`src/core/jpdp_pkg.sv`:
```
// constants, types and shared helpers of the programming data path
// How it works
// - four-bit instruction register, sixteen codes
// - every shift register moves LSB first
// - code 0xC selects unlatched reset chain
// - reset chain never resets the TAP
// - chain high resets core, then time-out
// - code 0x4 compares signature on update
// - fixed sixteen-bit unlock signature
// - signature register clears at power-on
// - code 0x5 captures previous command result
// - update applies command, idle clocks execute
// - code 0x6 byte shares command low bits
// - update copies byte, write within eleven TCK
// - page load alternates low then high
// - counter pre-increments before low, not first
// - code 0x7 captures low then high byte
// - counter post-increments after every high read
// - usable only with fuse set, disable clear
// - external reset clears disable bit after two
package jpdp_pkg;
    localparam int         IR_W             = 4;
    localparam int         SIG_W            = 16;
    localparam int         CMD_W            = 15;
    localparam int         BYTE_W           = 8;
    localparam int         TIMEOUT_W        = 16;
    localparam logic [3:0] INS_CORE_RESET   = 4'hc;
    localparam logic [3:0] INS_UNLOCK       = 4'h4;
    localparam logic [3:0] INS_COMMAND      = 4'h5;
    localparam logic [3:0] INS_PAGE_LOAD    = 4'h6;
    localparam logic [3:0] INS_PAGE_READ    = 4'h7;
    localparam logic [3:0] INS_BYPASS       = 4'hf;
    localparam logic [3:0] IR_CAPTURE_VALUE = 4'h1;
    localparam logic [15:0] UNLOCK_SIGNATURE = 16'ha370;
    localparam logic [15:0] SIG_RESET        = 16'h0000;
    localparam logic [1:0]  DISABLE_CLEAR_CLOCKS = 2'h2;
    localparam int         PAGE_WRITE_TCK   = 11;

    typedef enum logic [3:0] {
        TAP_RESET, TAP_IDLE, TAP_SEL_DR, TAP_CAP_DR, TAP_SH_DR, TAP_EX1_DR, TAP_PA_DR, TAP_EX2_DR,
        TAP_UPD_DR, TAP_SEL_IR, TAP_CAP_IR, TAP_SH_IR, TAP_EX1_IR, TAP_PA_IR, TAP_EX2_IR, TAP_UPD_IR
    } jpdp_tap_state_t;

    // shared by every multi-bit register: new bit enters at the top, LSB leaves first
    function automatic logic [15:0] shiftIn(input logic [15:0] value, input logic bitIn, input int width);
        logic [15:0] r;
        r = value >> 1;
        r[width-1] = bitIn;
        return r;
    endfunction
endpackage

```
`src/core/jpdp_tap_if.sv`:
```
// carrier between the TAP sequencer and the programming data path
`timescale 1ns/1ps
interface jpdp_tap_if;
    jpdp_pkg::jpdp_tap_state_t state;
    logic                      tckRise;
    logic                      tckFall;
    logic                      tdiBit;
    modport tap  (output state, output tckRise, output tckFall, output tdiBit);
    modport path (input state, input tckRise, input tckFall, input tdiBit);
endinterface

```
`src/core/jpdp_prog_path.sv`:
```
// programming data path: instruction register, reset chain, unlock, command and page byte registers
`timescale 1ns/1ps
module jpdp_prog_path #(
    parameter int RESET_TIMEOUT_CYCLES = 16
) (
    input  wire logic        clock,
    input  wire logic        rst_b,
    input  wire logic        tck,
    input  wire logic        tms,
    input  wire logic        tdi,
    output logic             tdo,
    output logic             tdoOe,
    input  wire logic        testPortEnableFuse,
    input  wire logic        extReset_b,
    input  wire logic        disableWrite,
    input  wire logic        disableWriteValue,
    output logic             testPortDisableBit,
    output logic             coreReset_b,
    output logic             programmingMode,
    output logic [14:0]      flashCommand,
    output logic             flashCycle,
    input  wire logic [14:0] flashResult,
    input  wire logic [15:0] flashWord,
    output logic [7:0]       pageByte,
    output logic             pageByteHigh,
    output logic             pageWrite,
    output logic             pcStep
);
    typedef struct packed {
        logic [1:0]  extS;
        logic        portOff;
        logic [1:0]  disCnt;
        logic [3:0]  ir;
        logic [3:0]  irSh;
        logic        chain;
        logic        bypass;
        logic [15:0] sig;
        logic        prog;
        logic [14:0] cmdSh;
        logic [14:0] cmdOut;
        logic        cycle;
        logic [7:0]  hold;
        logic        loadHigh;
        logic        loadFirst;
        logic        wrPend;
        logic        readHigh;
        logic        tdo;
        logic        tdoOe;
        logic [15:0] rstCnt;
        logic        coreRst;
        logic        pageWrite;
        logic        pageHigh;
        logic        pcStep;
    } jpdp_path_reg_t;

    localparam logic [15:0] TIMEOUT_LOAD = 16'(RESET_TIMEOUT_CYCLES);

    jpdp_path_reg_t st;
    jpdp_path_reg_t next_st;
    jpdp_tap_if     tapBus ();
    logic           portOn;
    logic           rise;
    logic           capDr;
    logic           shDr;
    logic           updDr;
    logic           unlocked;

    assign portOn = testPortEnableFuse & ~st.portOff;

    jpdp_tap uTap (
        .clock  (clock),
        .rst_b  (rst_b),
        .tck    (tck),
        .tms    (tms),
        .tdi    (tdi),
        .portOn (portOn),
        .tapBus (tapBus.tap)
    );

    assign rise     = tapBus.tckRise;
    assign capDr    = rise && tapBus.state == jpdp_pkg::TAP_CAP_DR;
    assign shDr     = rise && tapBus.state == jpdp_pkg::TAP_SH_DR;
    assign updDr    = rise && tapBus.state == jpdp_pkg::TAP_UPD_DR;
    assign unlocked = st.prog;

    always_comb begin
        logic [15:0] sh;
        sh = 16'h0000;
        next_st = st;
        next_st.cycle = 1'b0;
        next_st.pageWrite = 1'b0;
        next_st.pcStep = 1'b0;
        next_st.extS = {st.extS[0], extReset_b};

        // pin reclaim: external reset held low clears the disable bit after two clocks
        if (!st.extS[1] && st.portOff) begin
            next_st.disCnt = st.disCnt + 2'h1;
            if (st.disCnt == jpdp_pkg::DISABLE_CLEAR_CLOCKS - 2'h1) begin
                next_st.portOff = 1'b0;
                next_st.disCnt = 2'h0;
            end
        end else begin
            next_st.disCnt = 2'h0;
            if (disableWrite) begin
                next_st.portOff = disableWriteValue;
            end
        end

        // instruction register path
        case (tapBus.state)
            jpdp_pkg::TAP_RESET: begin
                next_st.ir = jpdp_pkg::INS_BYPASS;
            end
            jpdp_pkg::TAP_CAP_IR: begin
                if (rise) begin
                    next_st.irSh = jpdp_pkg::IR_CAPTURE_VALUE;
                end
            end
            jpdp_pkg::TAP_SH_IR: begin
                if (rise) begin
                    sh = jpdp_pkg::shiftIn({12'h000, st.irSh}, tapBus.tdiBit, jpdp_pkg::IR_W);
                    next_st.irSh = sh[3:0];
                end
            end
            jpdp_pkg::TAP_UPD_IR: begin
                if (rise) begin
                    next_st.ir = st.irSh;
                    next_st.loadHigh = 1'b0;
                    next_st.loadFirst = 1'b1;
                    next_st.readHigh = 1'b0;
                end
            end
            default: begin
                next_st.ir = st.ir;
            end
        endcase

        // data register path
        case (st.ir)
            jpdp_pkg::INS_CORE_RESET: begin
                if (shDr) begin
                    next_st.chain = tapBus.tdiBit;
                end
            end
            jpdp_pkg::INS_UNLOCK: begin
                if (shDr) begin
                    next_st.sig = jpdp_pkg::shiftIn(st.sig, tapBus.tdiBit, jpdp_pkg::SIG_W);
                end
                if (updDr) begin
                    next_st.prog = st.sig == jpdp_pkg::UNLOCK_SIGNATURE;
                end
            end
            jpdp_pkg::INS_COMMAND: begin
                if (capDr && unlocked) begin
                    next_st.cmdSh = flashResult;
                end
                if (shDr) begin
                    sh = jpdp_pkg::shiftIn({1'b0, st.cmdSh}, tapBus.tdiBit, jpdp_pkg::CMD_W);
                    next_st.cmdSh = sh[14:0];
                end
                if (updDr && unlocked) begin
                    next_st.cmdOut = st.cmdSh;
                end
                if (rise && tapBus.state == jpdp_pkg::TAP_IDLE && unlocked) begin
                    next_st.cycle = 1'b1;
                end
            end
            jpdp_pkg::INS_PAGE_LOAD: begin
                if (shDr) begin
                    sh = jpdp_pkg::shiftIn({8'h00, st.cmdSh[7:0]}, tapBus.tdiBit, jpdp_pkg::BYTE_W);
                    next_st.cmdSh[7:0] = sh[7:0];
                end
                if (updDr && unlocked) begin
                    next_st.hold = st.cmdSh[7:0];
                    next_st.wrPend = 1'b1;
                    next_st.pageHigh = st.loadHigh;
                    next_st.loadHigh = ~st.loadHigh;
                    next_st.loadFirst = 1'b0;
                    next_st.pcStep = ~st.loadHigh & ~st.loadFirst;
                end
            end
            jpdp_pkg::INS_PAGE_READ: begin
                if (capDr && unlocked) begin
                    next_st.cmdSh[7:0] = st.readHigh ? flashWord[15:8] : flashWord[7:0];
                    next_st.readHigh = ~st.readHigh;
                    next_st.pcStep = st.readHigh;
                end
                if (shDr) begin
                    sh = jpdp_pkg::shiftIn({8'h00, st.cmdSh[7:0]}, tapBus.tdiBit, jpdp_pkg::BYTE_W);
                    next_st.cmdSh[7:0] = sh[7:0];
                end
            end
            default: begin
                if (shDr) begin
                    next_st.bypass = tapBus.tdiBit;
                end
            end
        endcase

        // the write step trails the counter step by one clock, far inside eleven TCK
        if (st.wrPend) begin
            next_st.wrPend = 1'b0;
            next_st.pageWrite = 1'b1;
        end

        // output driven on the falling TCK edge while shifting
        if (tapBus.tckFall) begin
            next_st.tdoOe = tapBus.state == jpdp_pkg::TAP_SH_DR || tapBus.state == jpdp_pkg::TAP_SH_IR;
            if (tapBus.state == jpdp_pkg::TAP_SH_IR) begin
                next_st.tdo = st.irSh[0];
            end else begin
                case (st.ir)
                    jpdp_pkg::INS_CORE_RESET: next_st.tdo = st.chain;
                    jpdp_pkg::INS_UNLOCK:     next_st.tdo = st.sig[0];
                    jpdp_pkg::INS_COMMAND:    next_st.tdo = st.cmdSh[0];
                    jpdp_pkg::INS_PAGE_LOAD:  next_st.tdo = st.cmdSh[0];
                    jpdp_pkg::INS_PAGE_READ:  next_st.tdo = st.cmdSh[0];
                    default:                  next_st.tdo = st.bypass;
                endcase
            end
        end

        // chain acts at once; release starts the time-out
        if (st.chain && !next_st.chain) begin
            next_st.rstCnt = TIMEOUT_LOAD;
        end else if (st.rstCnt != 16'h0000) begin
            next_st.rstCnt = st.rstCnt - 16'h0001;
        end
        next_st.coreRst = next_st.chain | ~st.extS[1] | (next_st.rstCnt != 16'h0000);
    end

    always_ff @(posedge clock or negedge rst_b) begin
        if (!rst_b) begin
            st <= '0;
            st.extS <= 2'h3;
            st.ir <= jpdp_pkg::INS_BYPASS;
            st.sig <= jpdp_pkg::SIG_RESET;
            st.coreRst <= 1'b1;
        end else begin
            st <= next_st;
        end
    end

    assign tdo                = st.tdo;
    assign tdoOe              = st.tdoOe;
    assign testPortDisableBit = st.portOff;
    assign coreReset_b        = ~st.coreRst;
    assign programmingMode    = st.prog;
    assign flashCommand       = st.cmdOut;
    assign flashCycle         = st.cycle;
    assign pageByte           = st.hold;
    assign pageByteHigh       = st.pageHigh;
    assign pageWrite          = st.pageWrite;
    assign pcStep             = st.pcStep;
endmodule

```
`src/core/jpdp_tap.sv`:
```
// TAP sequencer: pin synchronisers, TCK edge detection and the sixteen-state controller
`timescale 1ns/1ps
module jpdp_tap (
    input  wire logic  clock,
    input  wire logic  rst_b,
    input  wire logic  tck,
    input  wire logic  tms,
    input  wire logic  tdi,
    input  wire logic  portOn,
    jpdp_tap_if.tap    tapBus
);
    typedef struct packed {
        logic [2:0]                tckS;
        logic [1:0]                tmsS;
        logic [1:0]                tdiS;
        jpdp_pkg::jpdp_tap_state_t state;
    } jpdp_tap_reg_t;

    jpdp_tap_reg_t st;
    jpdp_tap_reg_t next_st;
    logic          rise;

    // only the second and third stages feed the edge detector
    assign rise = st.tckS[1] & ~st.tckS[2];

    always_comb begin
        next_st = st;
        next_st.tckS = {st.tckS[1:0], tck};
        next_st.tmsS = {st.tmsS[0], tms};
        next_st.tdiS = {st.tdiS[0], tdi};
        if (!portOn) begin
            next_st.state = jpdp_pkg::TAP_RESET;
        end else if (rise) begin
            case (st.state)
                jpdp_pkg::TAP_RESET:  next_st.state = st.tmsS[1] ? jpdp_pkg::TAP_RESET : jpdp_pkg::TAP_IDLE;
                jpdp_pkg::TAP_IDLE:   next_st.state = st.tmsS[1] ? jpdp_pkg::TAP_SEL_DR : jpdp_pkg::TAP_IDLE;
                jpdp_pkg::TAP_SEL_DR: next_st.state = st.tmsS[1] ? jpdp_pkg::TAP_SEL_IR : jpdp_pkg::TAP_CAP_DR;
                jpdp_pkg::TAP_CAP_DR: next_st.state = st.tmsS[1] ? jpdp_pkg::TAP_EX1_DR : jpdp_pkg::TAP_SH_DR;
                jpdp_pkg::TAP_SH_DR:  next_st.state = st.tmsS[1] ? jpdp_pkg::TAP_EX1_DR : jpdp_pkg::TAP_SH_DR;
                jpdp_pkg::TAP_EX1_DR: next_st.state = st.tmsS[1] ? jpdp_pkg::TAP_UPD_DR : jpdp_pkg::TAP_PA_DR;
                jpdp_pkg::TAP_PA_DR:  next_st.state = st.tmsS[1] ? jpdp_pkg::TAP_EX2_DR : jpdp_pkg::TAP_PA_DR;
                jpdp_pkg::TAP_EX2_DR: next_st.state = st.tmsS[1] ? jpdp_pkg::TAP_UPD_DR : jpdp_pkg::TAP_SH_DR;
                jpdp_pkg::TAP_UPD_DR: next_st.state = st.tmsS[1] ? jpdp_pkg::TAP_SEL_DR : jpdp_pkg::TAP_IDLE;
                jpdp_pkg::TAP_SEL_IR: next_st.state = st.tmsS[1] ? jpdp_pkg::TAP_RESET : jpdp_pkg::TAP_CAP_IR;
                jpdp_pkg::TAP_CAP_IR: next_st.state = st.tmsS[1] ? jpdp_pkg::TAP_EX1_IR : jpdp_pkg::TAP_SH_IR;
                jpdp_pkg::TAP_SH_IR:  next_st.state = st.tmsS[1] ? jpdp_pkg::TAP_EX1_IR : jpdp_pkg::TAP_SH_IR;
                jpdp_pkg::TAP_EX1_IR: next_st.state = st.tmsS[1] ? jpdp_pkg::TAP_UPD_IR : jpdp_pkg::TAP_PA_IR;
                jpdp_pkg::TAP_PA_IR:  next_st.state = st.tmsS[1] ? jpdp_pkg::TAP_EX2_IR : jpdp_pkg::TAP_PA_IR;
                jpdp_pkg::TAP_EX2_IR: next_st.state = st.tmsS[1] ? jpdp_pkg::TAP_UPD_IR : jpdp_pkg::TAP_SH_IR;
                jpdp_pkg::TAP_UPD_IR: next_st.state = st.tmsS[1] ? jpdp_pkg::TAP_SEL_DR : jpdp_pkg::TAP_IDLE;
                default:              next_st.state = jpdp_pkg::TAP_RESET;
            endcase
        end
    end

    // only rst_b, a disabled port and TMS held high reset the controller; the core reset chain never reaches here
    always_ff @(posedge clock or negedge rst_b) begin
        if (!rst_b) begin
            st <= '{tckS: 3'h0, tmsS: 2'h3, tdiS: 2'h0, state: jpdp_pkg::TAP_RESET};
        end else begin
            st <= next_st;
        end
    end

    assign tapBus.state   = st.state;
    assign tapBus.tckRise = rise;
    assign tapBus.tckFall = ~st.tckS[1] & st.tckS[2];
    assign tapBus.tdiBit  = st.tdiS[1];
endmodule

```
`config.mk`:
```
export PLATFORM = sky130hd
export DESIGN_NAME = jpdp_prog_path
export DESIGN_NICKNAME = d
export VERILOG_FILES = /design/src/core/jpdp_pkg.sv /design/src/core/jpdp_tap_if.sv /design/src/core/jpdp_prog_path.sv /design/src/core/jpdp_tap.sv
export SDC_FILE = /design/constraint.sdc
export NUM_CORES = 1
export LEC_CHECK = 0
export CAP_MARGIN = 20
export CORE_ASPECT_RATIO = 0.6
export CORE_MARGIN = 2
export CORE_UTILIZATION = 40
export CTS_BUF_LIST = sky130_fd_sc_hd__clkbuf_2
export DETAILED_ROUTE_END_ITERATION = 8
export DONT_BUFFER_PORTS = 1
export PLACE_DENSITY = 0.5
export REMOVE_ABC_BUFFERS = 1
export SLEW_MARGIN = 20
export SYNTH_ARGS = -nofsm -noshare
export SYNTH_HDL_FRONTEND = slang
export SYNTH_HIERARCHICAL = 1
export SYNTH_SLANG_ARGS = --single-unit
```
`constraint.sdc`:
```
create_clock -name clock -period 2.56 [get_ports clock]
set_clock_uncertainty 0.05 [all_clocks]
set_input_delay 0.512 -clock clock [delete_from_list [all_inputs] [get_ports clock]]
set_output_delay 0.512 -clock clock [all_outputs]
set_load 0.02 [all_outputs]
```
==> results of run 1 <==
-- worst max-delay path by stage --
stage                                     startpoint                 end  cells past startpoint
detailed placement                  st[10]$_DFF_PN0_     st[3]$_DFF_PN1_                      6
floorplan           uTap/tapBus.state[0]$_DFFE_PN0P_  st[58]$_DFFE_PN0P_                      4
global placement                    st[10]$_DFF_PN0_     st[3]$_DFF_PN1_                      6
CTS                                 st[10]$_DFF_PN0_     st[3]$_DFF_PN1_                      6
global route                        st[10]$_DFF_PN0_     st[3]$_DFF_PN1_                      6
finish                              st[10]$_DFF_PN0_     st[3]$_DFF_PN1_                      6
-- sequential cells by signal (all words and copies together) (netlist names) --
name / count
uTap/tapBus.state: 4
tdo: 1
next_st: 1
flashCommand: 15
testPortDisableBit: 1
pageByte: 8
programmingMode: 1
uTap/tapBus.tdiBit: 1
tdoOe: 1
pageWrite: 1
pcStep: 1
flashCycle: 1
pageByteHigh: 1
uTap/next_st: 4
st: 65
uTap/st: 2
-- final cells by class --
type | instances | area, µm²
clock buffer | 9 | 45.04
multi-input combinational | 326 | 2201
fill | 1233 | 7203
clock inverter | 7 | 81.33
inverter | 16 | 60.06
tap | 170 | 212.7
timing repair buffer | 35 | 295.3
sequential | 108 | 2714
-- cells by family (layout without fill, tap and decap cells) --
family                   Yosys count  count (layout)  share of synthesized area
multiplexers                      58              58                     0.1241
AND/OR/NAND/NOR                  173             173                     0.1681
buffers and inverters             60              67                    0.06599
AO/OA/AOI/OAI                     82              82                    0.09971
flip-flops                       108             108                     0.5187
adder cells (fa/ha/maj)            3               3                   0.006695
XOR/XNOR                          10              10                    0.01674
-- routing by layer --
metal | up-vias | wire [µm] | track usage
met4 | 0 | 139 | 0.04244
met1 | 1725 | 5643 | 0.2464
met5 | - | 0 | 0
met3 | 12 | 587 | 0.04729
met2 | 76 | 4543 | 0.2279
li1 | 1736 | - | -
-- metrics by stage --
| step | area, µm² | instances | setup WS (ns) |
|---|---|---|---|
| 3_5_place_dp | 5318 | 641 | 0.06910 |
| 6_report | 5609 | 671 | 0.09078 |
| 4_1_cts | 5574 | 670 | 0.05032 |
| 5_1_grt | 5609 | 671 | 0.01319 |
| 2_1_floorplan | 4947 | 450 | 0.02457 |
| 3_3_place_gp | 5318 | 641 | 0.1899 |
-- layout by cell type, fill, tap and decap left out, drive strengths merged, types with 3 or more instances in the layout --
cell type and n:
a211oi 3, a21oi 14, a22oi 8, a31oi 14, and2 3, and3 3
buf 22, clkbuf 9, clkinv 3, dfrtp 99, dfstp 9, dlygate4sd3 13
inv 19, mux2 55, mux2i 3, nand2 56, nand2b 4, nand3 11
nand4 6, nor2 41, nor2b 7, nor3 10, nor3b 4, nor4 7
nor4b 6, o21ai 24, or3 5, or4 4, xnor2 6, xor2 4
-- worst max-delay path, cell delays in order (launching register included) --
cell	delay, ns
dfrtp_1	0.49
or4_4	0.55
or4_4	0.48
or4_4	0.50
nand2_1	0.10
nor4_2	0.05
o2111ai_1	0.20
-- power by group through the flow --
stage / combinational [mW] / clock, mW / sequential (mW)
2_1_floorplan: 0.419 / 0 / 2.01
3_3_place_gp: 0.565 / 0 / 2.04
3_5_place_dp: 0.571 / 0 / 2.04
4_1_cts: 0.589 / 0.893 / 2.02
5_1_grt: 0.704 / 0.959 / 2.06
6_report: 0.622 / 0.833 / 2.02
-- what timing repair did --
item / CTS / global route
setup endpoints to repair: 0 / 1
setup buffers: 0 / 1
hold endpoints to repair: 120 / 108
resized for setup: 0 / 5
==> flow_summary_export.csv, run 1 <==
group,metric,value,unit
outcome,status,"finished with violations",
placement,gp_congestion,0.7779,
timing,max_freq,405.0,MHz
power,switchingPower,1.099,mW
global_routing,grt.overflow.total,0,
power,power_frac_comb,0.179,
clock_tree,cts_tree,"built",
clock_tree,clk_pin_slew,0.30,ns
clock_tree,clock-root-buffer,"clkbuf_2",
synthesis,yosys_warnings,6,
synthesis,ys_seq_area_frac,0.5187,
placement,hpwl,7602,µm
power,ir_drop,0.0002235,V
global_routing,antenna_found_initial,0,
route,antenna_left,0,
synthesis,yosysUniqueCellTypes,56,
flow_run,maxCapViolations,0,
clock_tree,ctsHoldBuffers,13,
global_routing,grt_start_max_net_pins,109,
timing,setup_viol,0,
power,totalPowerFinal,3.478,mW
global_routing,grt_first_pass_wirelength,18020,µm
setup_path,worstSetupEndpointType,"register",
clock_tree,cts_max_level,3,
timing,maxSlewHeadroom,0.6260,
synthesis,synth_common_cells,"dfrtp_1 (99), nand2_1 (56), mux2_2 (55), nor2_1 (41), buf_4 (29)",
synthesis,yosysMostFrequentCell,"dfrtp_1",
synthesis,synth_edf_count,0,
global_routing,grt_pass1_vias,3552,
die,core_region_area,12810,µm²
route,wirelength,10910,µm
setup_path,path_max_fanout,4,
hold_path,hold_path.class,"input pin to async pin",
power,powerDensity,620.1,nW/µm²
finish,n_antenna_cell,0,
die,ios,72,
clock_tree,clock_path_buffers,2,
setup_path,worstReg2RegEnd,"st[3]$_DFF_PN1_",
route,wire_per_inst,16.27,µm
timing,whs,-0.4817,ns
timing,min_period,2.469,ns
synthesis,syn_area,5233,µm²
setup_path,cp-start-kind,"register",
synthesis,async_flop_share,1.000,
synthesis,yosys.area.top_type,"dfrtp_1",
synthesis,synth_cells,494,
die,dieArea,14040,µm²
finish,drive_gt1_frac,0.2275,
setup_path,required,3.03,ns
route,drt-initial-drc-count,186,
synthesis,netlist.area_leader.share,0.4735,
route,num_vias,3549,
clock_tree,clk_latency,0.57,ns
finish,syn_to_final_growth,7.198,%
power,p_int,2.379,mW
route,vias_per_cell,5.289,
synthesis,ys_ff_latch,108,
die,rows,32,
timing,fin_crit_sh,0.9645,
synthesis,synthTopCellsByArea,"dfrtp_1 (47%), mux2_2 (12%), dfstp_2 (4.5%)",
global_routing,grt_usage,0.1634,
die,die_h,92.60,µm
placement,portBuffers,0,
clock_tree,cts_buffers,9,
setup_path,r2r_cells,6,
route,post-route-drc-count,0,
die,die_w,151.7,µm
setup_path,reg2reg_slack,0.09,ns
clock_tree,cts_sinks,108,
power,leakagePower,2.472,nW
synthesis,yosys_most_used_dff,"dfrtp_1",
timing,worstMarginPinSlew,0.5609,ns
synthesis,syn_area_per_cell,10.59,µm²
finish,finalNetCount,538,
finish,fin_util,0.4378,
route,first_pass_iters,4,
setup_path,r2r_start,"st[10]$_DFF_PN0_",
timing,final-hold-violation-count,108,
timing,setup-tns-final,0,ns
power,switching_share,0.3159,
timing,rsz0062_at_grt,"no",
setup_path,arrival,2.94,ns
timing,finalMaxSlewViolations,0,
die,start_util,0.4084,
power,power.share.clock,0.240,
outcome,failed_checks,"negative hold slack",
setup_path,path_class,"register to register",
power,power_frac_seq,0.581,
(Power assumes the default switching activity.)
==> run 2: changes to the inputs <==
ABC_AREA = 1   (was default)
CTS_CLUSTER_SIZE = 24   (was default)
==> flow_summary_export.csv, run 2 <==
group,metric,value,unit
route,num_vias,4082,
timing,whs,-0.4922,ns
timing,worstMarginPinSlew,0.5281,ns
setup_path,cp_num_buf_inv,2,
synthesis,synth_cells,681,
finish,ff_latch_area,2714,µm²
route,wire_per_inst,13.76,µm
placement,portBuffers,0,
setup_path,crit_path_frequent_cell,"nor2_1",
outcome,failed_checks,"negative hold slack",
power,ir_drop,0.0002564,V
finish,finalNonFillerCells,858,
finish,regMostFlops,"st",
clock_tree,clk_pin_slew,0.29,ns
route,drt-initial-drc-count,328,
power,switching_share,0.2552,
power,power_frac_comb,0.029,
clock_tree,clock-root-buffer,"clkbuf_2",
clock_tree,cts_resized,0,
timing,min_period,2.145,ns
finish,finalNetCount,703,
synthesis,yosys_warnings,6,
placement,place_area,5560,µm²
finish,final_common_cell,"nand2_1",
timing,maxSlewHeadroom,0.6479,
setup_path,arrival,2.63,ns
timing,setup-tns-final,0,ns
global_routing,grt_start_max_net_pins,109,
synthesis,yosys_most_used_dff,"dfrtp_1",
route,vias_per_cell,4.758,
clock_tree,clk_latency,0.59,ns
die,core_region_area,13670,µm²
setup_path,worstPathCellList,"inv_1 -> nor2_1 -> nand2_2 -> nor2_8 -> inv_4 -> o21ai_2 -> nor2_1 -> a31oi_1",
placement,post-place-ws,0.4657,ns
clock_tree,post-cts-setup-buffer-count,0,
route,first_pass_iters,4,
setup_path,slowest_stage,"o21ai_2",
die,dieArea,15000,µm²
hold_path,hold_path.class,"input pin to async pin",
clock_tree,cts_buffers,9,
synthesis,async_flop_share,1.000,
synthesis,ys_seq_area_frac,0.4845,
setup_path,path_delay_family,"simple AND/OR/NAND/NOR gates",
power,power.share.clock,0.281,
placement,hpwl,8566,µm
timing,final-hold-violation-count,108,
power,p_int,1.899,mW
timing,setup_viol,0,
die,ios,72,
timing,setup_slack,0.4148,ns
route,antenna_left,0,
clock_tree,cts_tree,"built",
synthesis,netlist.area_leader.share,0.4423,
global_routing,grt_first_pass_wirelength,19270,µm
clock_tree,clock_path_buffers,2,
global_routing,grt.overflow.total,0,
synthesis,syn_area,5602,µm²
synthesis,yosysUniqueCellTypes,45,
die,rows,33,
setup_path,required,3.05,ns
setup_path,r2r_cells,8,
power,leakagePower,2.911,nW
placement,placedCellCount,834,
clock_tree,ctsHoldBuffers,6,
global_routing,grt_usage,0.1650,
setup_path,worstSetupEndpointType,"register",
setup_path,cp-start-kind,"register",
finish,n_antenna_cell,0,
synthesis,yosysMostFrequentCell,"nand2_1",
timing,finalMaxSlewViolations,0,
outcome,status,"finished with violations",
setup_path,path_class,"register to register",
clock_tree,cts_sinks,108,
finish,design_area,5729,µm²
die,die_h,95.67,µm
route,wirelength,11800,µm
finish,drive_gt1_frac,0.1201,
synthesis,synth_common_cells,"nand2_1 (157), dfrtp_1 (99), nor2_1 (89), inv_1 (75), o21ai_0 (71)",
setup_path,path_depth,8,
timing,fin_crit_sh,0.8380,
power,switchingPower,0.6506,mW
finish,syn_to_final_growth,2.278,%
timing,rsz0062_at_grt,"no",
global_routing,antenna_found_initial,0,
die,die_w,156.8,µm
power,powerDensity,445.0,nW/µm²
synthesis,ys_ff_latch,108,
setup_path,max_stage_delay,0.46,ns
flow_run,maxCapViolations,0,
finish,fin_util,0.4192,
clock_tree,cts_max_level,3,
route,post-route-drc-count,0,
finish,largest_reg_flops,65,
finish,layout_common_cells,"nand2_1 (157), dfrtp_1 (99), nor2_1 (89)",
power,power_frac_seq,0.690,
die,start_util,0.4099,
global_routing,grt_pass1_vias,3950,
synthesis,synthTopCellsByArea,"dfrtp_1 (44%), nand2_1 (11%), o21ai_0 (6.3%)",
synthesis,synth_edf_count,0,
setup_path,path_max_fanout,18,
synthesis,syn_area_per_cell,8.226,µm²
placement,gp_congestion,0.8358,
power,totalPowerFinal,2.549,mW
timing,max_freq,466.2,MHz
finish,multi_input_area,2240,µm²
finish,fillCellCount,1367,
synthesis,yosys.area.top_type,"dfrtp_1",
[run 2: changes by cell type after synthesis, moves of 8 or more]
cell	before	now
nand2_1	56	157
nor2_2	0	11
o21ai_0	23	71
nor2_1	41	89
inv_2	1	9
mux2_2	55	5
nand3_1	11	22
a31oi_1	14	5
inv_1	15	75
[run 2: layout make-up]
type,instances,share of cell area
clock buffers,10,0.008736
repair buffers,12,0.01922
inverters,87,0.05875
flip-flops and latches,108,0.4737
multi-input cells,443,0.3909
well taps,192,0.04193
clock inverters,6,0.006770
[run 2: cell families (layout without fill, tap and decap cells)]
family | Yosys count | after routing | share of synthesized area
compound gates | 106 | 106 | 0.1045
xor+xnor | 6 | 6 | 0.009383
fa+ha+maj | 2 | 2 | 0.004467
buf+inv | 130 | 115 | 0.1157
flops | 108 | 108 | 0.4845
mux | 15 | 15 | 0.02971
simple gates | 314 | 314 | 0.2517
[run 2: path summary, 6_finish.rpt]
path	from	to	slack [ns]
setup / recovery	uTap/next_st[10]$_DFF_PN0_	st[57]$_DFFE_PN0P_	0.41
hold / removal	rst_b	st[68]$_DFFE_PN0P_	-0.49
setup reg to reg	uTap/next_st[10]$_DFF_PN0_	st[57]$_DFFE_PN0P_	0.41
hold reg to reg	next_st[96]$_DFF_PN1_	st[96]$_DFF_PN1_	0.31
max in group asynchronous	rst_b	st[3]$_DFF_PN1_	2.74
min in group clock	flashResult[10]	st[60]$_DFFE_PN0P_	0.05
[run 2: power by group through the flow]
stage | Clock (mW) | Sequential (mW) | Combinational [mW]
6_report | 0.716 | 1.76 | 0.0745
5_1_grt | 0.829 | 1.76 | 0.0866
4_1_cts | 0.762 | 1.76 | 0.0725
3_5_place_dp | 0 | 1.79 | 0.0649
3_3_place_gp | 0 | 1.79 | 0.0632
2_1_floorplan | 0 | 1.78 | 0.0501
[run 2: routing by layer]
metal  GRT usage  share of wire  vias to the layer above
met4     0.04052          0.011                        0
li1            -              -                     2093
met5           0              0                        -
met3     0.04045          0.053                       11
met1      0.2479           0.53                     1883
met2      0.2368           0.41                       95
